<file path="src/verilog/emcd_cfg.svh">
// Purpose: Offsets-free constants for the external memory chip-enable decoder
// Assumes: Included by bare name from the design modules
// Notes:   Codes are the values of the config register fields
`ifndef EMCD_CFG_SVH
`define EMCD_CFG_SVH

`define EMCD_CFG_RESET      8'hff
`define EMCD_ADDR_LSB       3
`define EMCD_ADDR_MSB       5
`define EMCD_CE_LSB         0
`define EMCD_CE_MSB         2
`define EMCD_TA_KEY_ONE     8'haa
`define EMCD_TA_KEY_TWO     8'h55
`define EMCD_TA_WINDOW_NS   120
`define EMCD_CLK_PERIOD_NS  40
`define EMCD_TA_WINDOW_CYC  (`EMCD_TA_WINDOW_NS / `EMCD_CLK_PERIOD_NS)
`define EMCD_SHIFT_32K      5'h0f
`define EMCD_SHIFT_128K     5'h11
`define EMCD_SHIFT_256K     5'h12
`define EMCD_SHIFT_512K     5'h13
`define EMCD_SHIFT_1M       5'h14
`define EMCD_SHIFT_2M       5'h15
`define EMCD_SHIFT_4M       5'h16

`endif

</file>
<file path="src/verilog/emcd_pkg.sv">
// Purpose: Types shared by the chip-enable decoder modules
// Assumes: Constants live in emcd_cfg.svh
// Notes:   Nothing is imported; users write emcd_pkg::name
package emcd_pkg;

   typedef enum logic [1:0] {
      TA_IDLE  = 2'b00,
      TA_ARMED = 2'b01,
      TA_OPEN  = 2'b10
   } emcd_ta_type;

   typedef logic [23:0] emcd_addr_type;

endpackage : emcd_pkg

</file>
<file path="src/verilog/emcd_dec_if.sv">
// Purpose: Carries one address and a size code to a block decoder
// Assumes: Same clock domain on both sides
// Notes:   hit is combinational from the decoder
`timescale 1ns/100ps
interface emcd_dec_if;
   emcd_pkg::emcd_addr_type addr;
   logic [2:0]              sizeCode;
   logic [7:0]              hit;

   modport requester (output addr, output sizeCode, input hit);
   modport decoder   (input addr, input sizeCode, output hit);
endinterface : emcd_dec_if

</file>
<file path="src/verilog/emcd_pin_mux.sv">
// Purpose: Pin configuration register and chip-enable decode for the external bus
// Assumes: SFR strobes, memory control and port latches come from sys_clk logic
// Notes:   Chip enables are active low; outputs are registered one cycle after strobe
//
// Contract
// - Upper field picks how many port pins carry A16 upward to A21.
// - Block per chip enable is 32k,128k,256k,512k,1M,2M, else 4M.
// - Code 000 decodes chip enables on 32kB boundaries.
// - Enable n selects the n-th block from zero; 4M code decodes only 0-3.
// - Each chip enable can be program-only or program/data per control bits.
// - Program/data enable covering a data area disables peripheral enables 0-3.
// - Lower field codes 100..111 put enables 0..3 on port four bits 0..3.
// - Combined select bit makes enable n also peripheral n, peripheral n off.
// - Enables 4-7 reach pins by the second port config lower field.
// - Peripheral block size comes from second port config bits 5..3.
// - Config writes only land after the timed-access unlock.
// - Config register resets to all ones.
// - Assigned pins ignore port data latch writes.
`timescale 1ns/100ps
`include "emcd_cfg.svh"
module emcd_pin_mux (
   // Clock and reset
   input  wire logic        sys_clk,
   input  wire logic        rst_b,
   // Special function register access
   input  wire logic        cfgWr,
   input  wire logic [7:0]  cfgWrData,
   input  wire logic        taWr,
   input  wire logic [7:0]  taWrData,
   output logic      [7:0]  cfgRdData_q,
   output logic             taOpen_q,
   // Related control registers
   input  wire logic [7:0]  memCtrl,
   input  wire logic [7:0]  memCtrlTwo,
   input  wire logic [7:0]  secondPortCfg,
   // Core memory cycle
   input  wire logic        busStrobe,
   input  wire logic        busIsData,
   input  wire logic [23:0] busAddr,
   // Port data latches
   input  wire logic [7:0]  portFourLatch,
   input  wire logic [5:0]  portSixLatch,
   // Pins
   output logic      [7:0]  portFourOut_q,
   output logic      [7:0]  portFourLock_q,
   output logic      [5:0]  portSixOut_q,
   output logic      [5:0]  portSixLock_q,
   output logic      [7:0]  progCe_n_q,
   output logic      [3:0]  periphCe_n_q
);

   localparam logic [1:0] TA_CYC = 2'(`EMCD_TA_WINDOW_CYC);

   function automatic logic [2:0] ceCount(input logic [2:0] code);
      case (code)
         3'b100:  ceCount = 3'h1;
         3'b101:  ceCount = 3'h2;
         3'b110:  ceCount = 3'h3;
         3'b111:  ceCount = 3'h4;
         default: ceCount = 3'h0;
      endcase
   endfunction : ceCount

   function automatic logic [3:0] pinMask(input logic [2:0] count);
      pinMask = 4'((5'h01 << count) - 5'h01);
   endfunction : pinMask

   function automatic logic [5:0] addrMask(input logic [2:0] code);
      case (code)
         3'b110, 3'b111: addrMask = 6'h3f;
         default:        addrMask = 6'((7'h01 << code) - 7'h01);
      endcase
   endfunction : addrMask

   // Reset release
   logic rstSync1_q;
   logic rstSync2_q;
   always_ff @(posedge sys_clk or negedge rst_b) begin
      if (!rst_b) begin
         rstSync1_q <= 1'b0;
         rstSync2_q <= 1'b0;
      end else begin
         rstSync1_q <= 1'b1;
         rstSync2_q <= rstSync1_q;
      end
   end
   logic rstN;
   assign rstN = rstSync2_q;

   // Timed-access unlock: key one then key two, then a short write window
   emcd_pkg::emcd_ta_type taState_q;
   logic [1:0]            taCnt_q;
   logic                  cfgAccept;
   assign cfgAccept = cfgWr && (taState_q == emcd_pkg::TA_OPEN);

   always_ff @(posedge sys_clk or negedge rstN) begin
      if (!rstN) begin
         taState_q <= emcd_pkg::TA_IDLE;
         taCnt_q   <= 2'h0;
      end else begin
         case (taState_q)
            emcd_pkg::TA_IDLE: begin
               if (taWr && taWrData == `EMCD_TA_KEY_ONE) begin
                  taState_q <= emcd_pkg::TA_ARMED;
                  taCnt_q   <= TA_CYC;
               end
            end
            emcd_pkg::TA_ARMED: begin
               if (taWr && taWrData == `EMCD_TA_KEY_TWO) begin
                  taState_q <= emcd_pkg::TA_OPEN;
                  taCnt_q   <= TA_CYC;
               end else if (taCnt_q == 2'h0 || taWr) begin
                  taState_q <= emcd_pkg::TA_IDLE;
               end else begin
                  taCnt_q <= taCnt_q - 2'h1;
               end
            end
            emcd_pkg::TA_OPEN: begin
               // One write per unlock; the window also closes by itself
               if (cfgWr || taCnt_q == 2'h0) begin
                  taState_q <= emcd_pkg::TA_IDLE;
               end else begin
                  taCnt_q <= taCnt_q - 2'h1;
               end
            end
            default: taState_q <= emcd_pkg::TA_IDLE;
         endcase
      end
   end

   always_ff @(posedge sys_clk or negedge rstN) begin
      if (!rstN) begin
         taOpen_q <= 1'b0;
      end else begin
         taOpen_q <= (taState_q == emcd_pkg::TA_OPEN) && !cfgWr;
      end
   end

   // Pin configuration register
   logic [7:0] cfg_q;
   always_ff @(posedge sys_clk or negedge rstN) begin
      if (!rstN) begin
         cfg_q <= `EMCD_CFG_RESET;
      end else if (cfgAccept) begin
         cfg_q <= cfgWrData;
      end
   end

   always_ff @(posedge sys_clk or negedge rstN) begin
      if (!rstN) begin
         cfgRdData_q <= `EMCD_CFG_RESET;
      end else begin
         cfgRdData_q <= cfgAccept ? cfgWrData : cfg_q;
      end
   end

   logic [2:0] addrCode;
   logic [2:0] ceCode;
   assign addrCode = cfg_q[`EMCD_ADDR_MSB:`EMCD_ADDR_LSB];
   assign ceCode   = cfg_q[`EMCD_CE_MSB:`EMCD_CE_LSB];

   // Program and peripheral block decoders
   emcd_dec_if progDec ();
   emcd_dec_if periDec ();
   assign progDec.addr     = busAddr;
   assign progDec.sizeCode = addrCode;
   assign periDec.addr     = busAddr;
   assign periDec.sizeCode = secondPortCfg[5:3];

   emcd_block_decode progDecode (
      .dec (progDec.decoder)
   );
   emcd_block_decode periDecode (
      .dec (periDec.decoder)
   );

   // Chip-enable selection for one memory cycle
   logic [7:0] progSel;
   logic [3:0] periSel;
   logic       dataCovered;
   always_comb begin
      // Program fetch hits any enable; data access only program/data ones
      progSel     = busIsData ? (progDec.hit & memCtrlTwo) : progDec.hit;
      dataCovered = busIsData && |(progDec.hit & memCtrlTwo);
      periSel     = 4'h0;
      if (busIsData && !dataCovered) begin
         periSel = periDec.hit[3:0];
      end
      // Combined enables take over the peripheral role on their own pin
      progSel[3:0] = progSel[3:0] | (periSel & memCtrl[3:0]);
      periSel      = periSel & ~memCtrl[3:0];
      if (!busStrobe) begin
         progSel = 8'h00;
         periSel = 4'h0;
      end
   end

   always_ff @(posedge sys_clk or negedge rstN) begin
      if (!rstN) begin
         progCe_n_q   <= 8'hff;
         periphCe_n_q <= 4'hf;
      end else begin
         progCe_n_q   <= ~progSel;
         periphCe_n_q <= ~periSel;
      end
   end

   // Pin assignment and lockout
   logic [3:0] ceLoMask;
   logic [3:0] ceHiMask;
   logic [5:0] aMask;
   assign ceLoMask = pinMask(ceCount(ceCode));
   assign ceHiMask = pinMask(ceCount(secondPortCfg[2:0]));
   assign aMask    = addrMask(addrCode);

   logic [7:0] portFourNext;
   logic [5:0] portSixNext;
   always_comb begin
      portFourNext = portFourLatch;
      portSixNext  = portSixLatch;
      for (int i = 0; i < 4; i++) begin
         if (ceLoMask[i]) begin
            portFourNext[i] = ~progSel[i];
         end
         if (ceHiMask[i]) begin
            portSixNext[i] = ~progSel[i + 4];
         end
         if (aMask[i]) begin
            portFourNext[i + 4] = busAddr[16 + i];
         end
      end
      if (aMask[4]) begin
         portSixNext[4] = busAddr[20];
      end
      if (aMask[5]) begin
         portSixNext[5] = busAddr[21];
      end
   end

   always_ff @(posedge sys_clk or negedge rstN) begin
      if (!rstN) begin
         portFourOut_q  <= 8'hff;
         portSixOut_q   <= 6'h3f;
         portFourLock_q <= 8'hff;
         portSixLock_q  <= 6'h3f;
      end else begin
         portFourOut_q  <= portFourNext;
         portSixOut_q   <= portSixNext;
         portFourLock_q <= {aMask[3:0], ceLoMask};
         portSixLock_q  <= {aMask[5:4], ceHiMask};
      end
   end
endmodule : emcd_pin_mux

</file>
<file path="src/verilog/emcd_block_decode.sv">
// Purpose: Decodes which of eight consecutive blocks an address falls in
// Assumes: Block size follows the upper address field code
// Notes:   Index beyond 7 hits nothing
`timescale 1ns/100ps
`include "emcd_cfg.svh"
module emcd_block_decode (
   // Decode request
   emcd_dec_if.decoder dec
);

   function automatic logic [4:0] blockShift(input logic [2:0] code);
      case (code)
         3'b000:  blockShift = `EMCD_SHIFT_32K;
         3'b001:  blockShift = `EMCD_SHIFT_128K;
         3'b010:  blockShift = `EMCD_SHIFT_256K;
         3'b011:  blockShift = `EMCD_SHIFT_512K;
         3'b100:  blockShift = `EMCD_SHIFT_1M;
         3'b101:  blockShift = `EMCD_SHIFT_2M;
         default: blockShift = `EMCD_SHIFT_4M;
      endcase
   endfunction : blockShift

   emcd_pkg::emcd_addr_type blockIdx;

   always_comb begin
      blockIdx = dec.addr >> blockShift(dec.sizeCode);
      dec.hit  = 8'h00;
      // With 4MB blocks a 24-bit address only reaches index 3
      if (blockIdx < 24'h000008) begin
         dec.hit[blockIdx[2:0]] = 1'b1;
      end
   end

endmodule : emcd_block_decode

</file>
<file path="config.mk">
export PLATFORM = sky130hd
export DESIGN_NAME = emcd_pin_mux
export DESIGN_NICKNAME = d
export VERILOG_FILES = /design/src/verilog/emcd_pkg.sv /design/src/verilog/emcd_dec_if.sv /design/src/verilog/emcd_pin_mux.sv /design/src/verilog/emcd_block_decode.sv
export VERILOG_INCLUDE_DIRS = /design/src /design/src/verilog
export SDC_FILE = /design/constraint.sdc
export NUM_CORES = 1
export LEC_CHECK = 0
export BUFFER_PORTS_ARGS = -buffer_cell sky130_fd_sc_hd__buf_2
export CAP_MARGIN = 25
export CORE_MARGIN = 3
export CORE_UTILIZATION = 49
export DETAILED_ROUTE_END_ITERATION = 8
export MAX_ROUTING_LAYER = met4
export PLACE_DENSITY = 0.83
export RECOVER_POWER = 25
export SLEW_MARGIN = 20
export SYNTH_ARGS = -nofsm -noshare
export SYNTH_HDL_FRONTEND = slang
export SYNTH_HIERARCHICAL = 1
export SYNTH_SLANG_ARGS = --single-unit
export TNS_END_PERCENT = 20
</file>
<file path="constraint.sdc">
create_clock -name sys_clk -period 1.98 [get_ports sys_clk]
set_clock_uncertainty 0.15 [all_clocks]
set_input_delay 0.297 -clock sys_clk [delete_from_list [all_inputs] [get_ports sys_clk]]
set_output_delay 0.297 -clock sys_clk [all_outputs]
set_load 0.02 [all_outputs]
</file>
==> results.sh <==
export IMPL_syn_cell_area_sq_um=3269
export IMPL_routed_wl_um=8866
export IMPL_core_sq_um=6422
export IMPL_setup_viol=24
export IMPL_final_antenna_net_count=0
export IMPL_drive_above_1_share_pct=60.73
export IMPL_cp_max_fo=6
export IMPL_vias=2990
export IMPL_clk_pin_slew_ps=110
export IMPL_status="complete, but fails checks"
export IMPL_drcViolationCount=0
export IMPL_syn_avg_cell_area_sq_um=10.68
export IMPL_final_cell_mix="buf_2, dfstp_2, buf_4"
export IMPL_drtIter0Drc=96
export IMPL_cts_max_level=2
export IMPL_antenna_found_initial=0
export IMPL_avgRoutedWirePerCell_um=16.33
export IMPL_maxSlewViolCount=0
export IMPL_period_minus_slack_ps=2730
export IMPL_numCtsBuffers=5
export IMPL_power_total_uw=2697
export IMPL_grt_use_total_pct=22.58
export IMPL_timing_hold_ws_ps=21.57
export IMPL_root_buffer="clkbuf_8"
export IMPL_dieArea_sq_um=7689
export IMPL_ios=133
export IMPL_timing_final_hold_violations=0
export IMPL_place_gp_congestion=0.9908
export IMPL_n_antenna_cell=0
export IMPL_violations="setup timing"
export IMPL_initial_core_util_pct=50.91
export IMPL_maxSlewHeadroom_pct=54.15
export IMPL_finalCritPeriodShare_pct=137.9
export IMPL_yosys_warnings=6
export IMPL_crit_arrival_ps=2810
export IMPL_fp_row_count=29
export IMPL_grt_max_degree=29
export IMPL_endpoint_kind="flip-flop"
export IMPL_worst_pin_slew_ps=687.8
export IMPL_vdd_ir_drop_max_v=0.0005357
export IMPL_final_common_cell="buf_2"
export IMPL_gr_total_overflow=0
export IMPL_seq_area_sq_um=1438
export IMPL_grt_pass1_vias=2934
export IMPL_cts_sinks=55
export IMPL_layout_nets=556
export IMPL_fp_dieH_um=87.69
export IMPL_die_x_um=87.69
export IMPL_setup_ws_ps=-749.9
export IMPL_grt_pass1_wl_um=13370
export IMPL_syn_instance_count=306
export IMPL_cp_required_ps=2060
export IMPL_multiInputGateArea_sq_um=1839
export IMPL_path_class="reg -> reg"
export IMPL_p_per_area_nw_per_um2=594.3
export IMPL_fill_cells=462
export IMPL_numPortBuffers=111
export IMPL_syn_num_nets=397
export IMPL_dp_hpwl_um=6825
export IMPL_syn_to_final_growth_pct=38.81
export IMPL_crit_path_start_kind="flip-flop"
export IMPL_power_leakage_uw=0.002082
export IMPL_drt_vias_per_instance=5.506
export IMPL_rsz0062_at_grt="yes"
export IMPL_utilization_pct=70.66
export IMPL_max_freq_mhz=366.3
export IMPL_placed_cells=524
export IMPL_insertion_delay_ps=310
export IMPL_maxCapViolCount=0
export IMPL_cts_buffer_depth=2
export IMPL_final_cells=543
export IMPL_hp_class="in -> reg"
export IMPL_dr_pass1_iters=4
export IMPL_cts_tree="done"
## critical path: stages, from the launching register on
cell	delay (ps)
dfstp_2	640
buf_6	150
buf_6	100
a21oi_2	50
nor2_2	140
nor3_2	60
o211ai_1	480
nor3_2	100
a22oi_1	210
nand4b_1	130
buf_6	160
nor2_2	90
buf_6	110
nand3b_1	80
## cell type report
| class | count | share of cell area [%] |
|---|---|---|
| inverter | 17 | 1.406 |
| tap | 77 | 2.123 |
| sequential | 55 | 31.68 |
| timing repair buffer | 167 | 22.14 |
| clock buffer | 5 | 1.516 |
| multi-input combinational | 219 | 40.53 |
| clock inverter | 3 | 0.6066 |
## routing by layer
layer,track usage [%],vias to the layer above,wire length (um)
li1,-,1411,-
met3,3.387,16,538
met4,5.579,0,183
met2,41.23,115,4687
met1,25.79,1448,3456
met5,-,-,0
## sequential cells by signal, summed over array words and instances, names as in the netlist
signal,flops
taOpen_q,1
periphCe_n_q,4
portSixLock_q,6
rstN,1
portFourLock_q,8
portSixOut_q,6
taCnt_q,2
taState_q,2
progCe_n_q,8
portFourOut_q,8
rstSync1_q,1
cfgRdData_q,8
## final timing paths
kind	startpoint	endpoint	slack [ps]	cells past startpoint
hold / removal	cfgWr	taOpen_q$_DFF_PN0_	20	2
setup / recovery	cfgRdData_q[3]$_DFFE_PN1P_	periphCe_n_q[1]$_DFF_PN1_	-750	13
min in group asynchronous	rstN$_DFF_PN0_	taOpen_q$_DFF_PN0_	120	0
setup reg to reg	cfgRdData_q[3]$_DFFE_PN1P_	periphCe_n_q[1]$_DFF_PN1_	-750	13
max in group asynchronous	rstN$_DFF_PN0_	taState_q[1]$_DFFE_PN0P_	480	1
hold reg to reg	rstN$_DFF_PN0_	taOpen_q$_DFF_PN0_	120	0
## report_power, final
part / internal, uW / leakage [uW] / switching (uW) / total, uW
logic: 373 / 0.00145 / 399 / 772
registers: 1230 / 0.000585 / 48.8 / 1280
clock network: 263 / 0.0000467 / 385 / 647
## stage by stage
step           cell area [sq um]  setup WS (ps)  TNS (ps)
2_1_floorplan               3269         -728.0    -10510
3_3_place_gp                4187         -667.9    -10720
3_5_place_dp                4187         -807.5    -12930
4_1_cts                     4466         -687.9    -11530
5_1_grt                     4538         -856.8    -14750
6_report                    4538         -749.9    -12310
## repair_timing
item | in CTS | in global routing
setup endpoints to repair | 25 | 25
pin swaps | 15 | 10
gates resized for setup | 27 | 18
hold buffers | 2 | 0
hold endpoints to repair | 3 | 0
gates cloned | 1 | 0
setup buffers | 7 | 1
(Power assumes the default switching activity.)
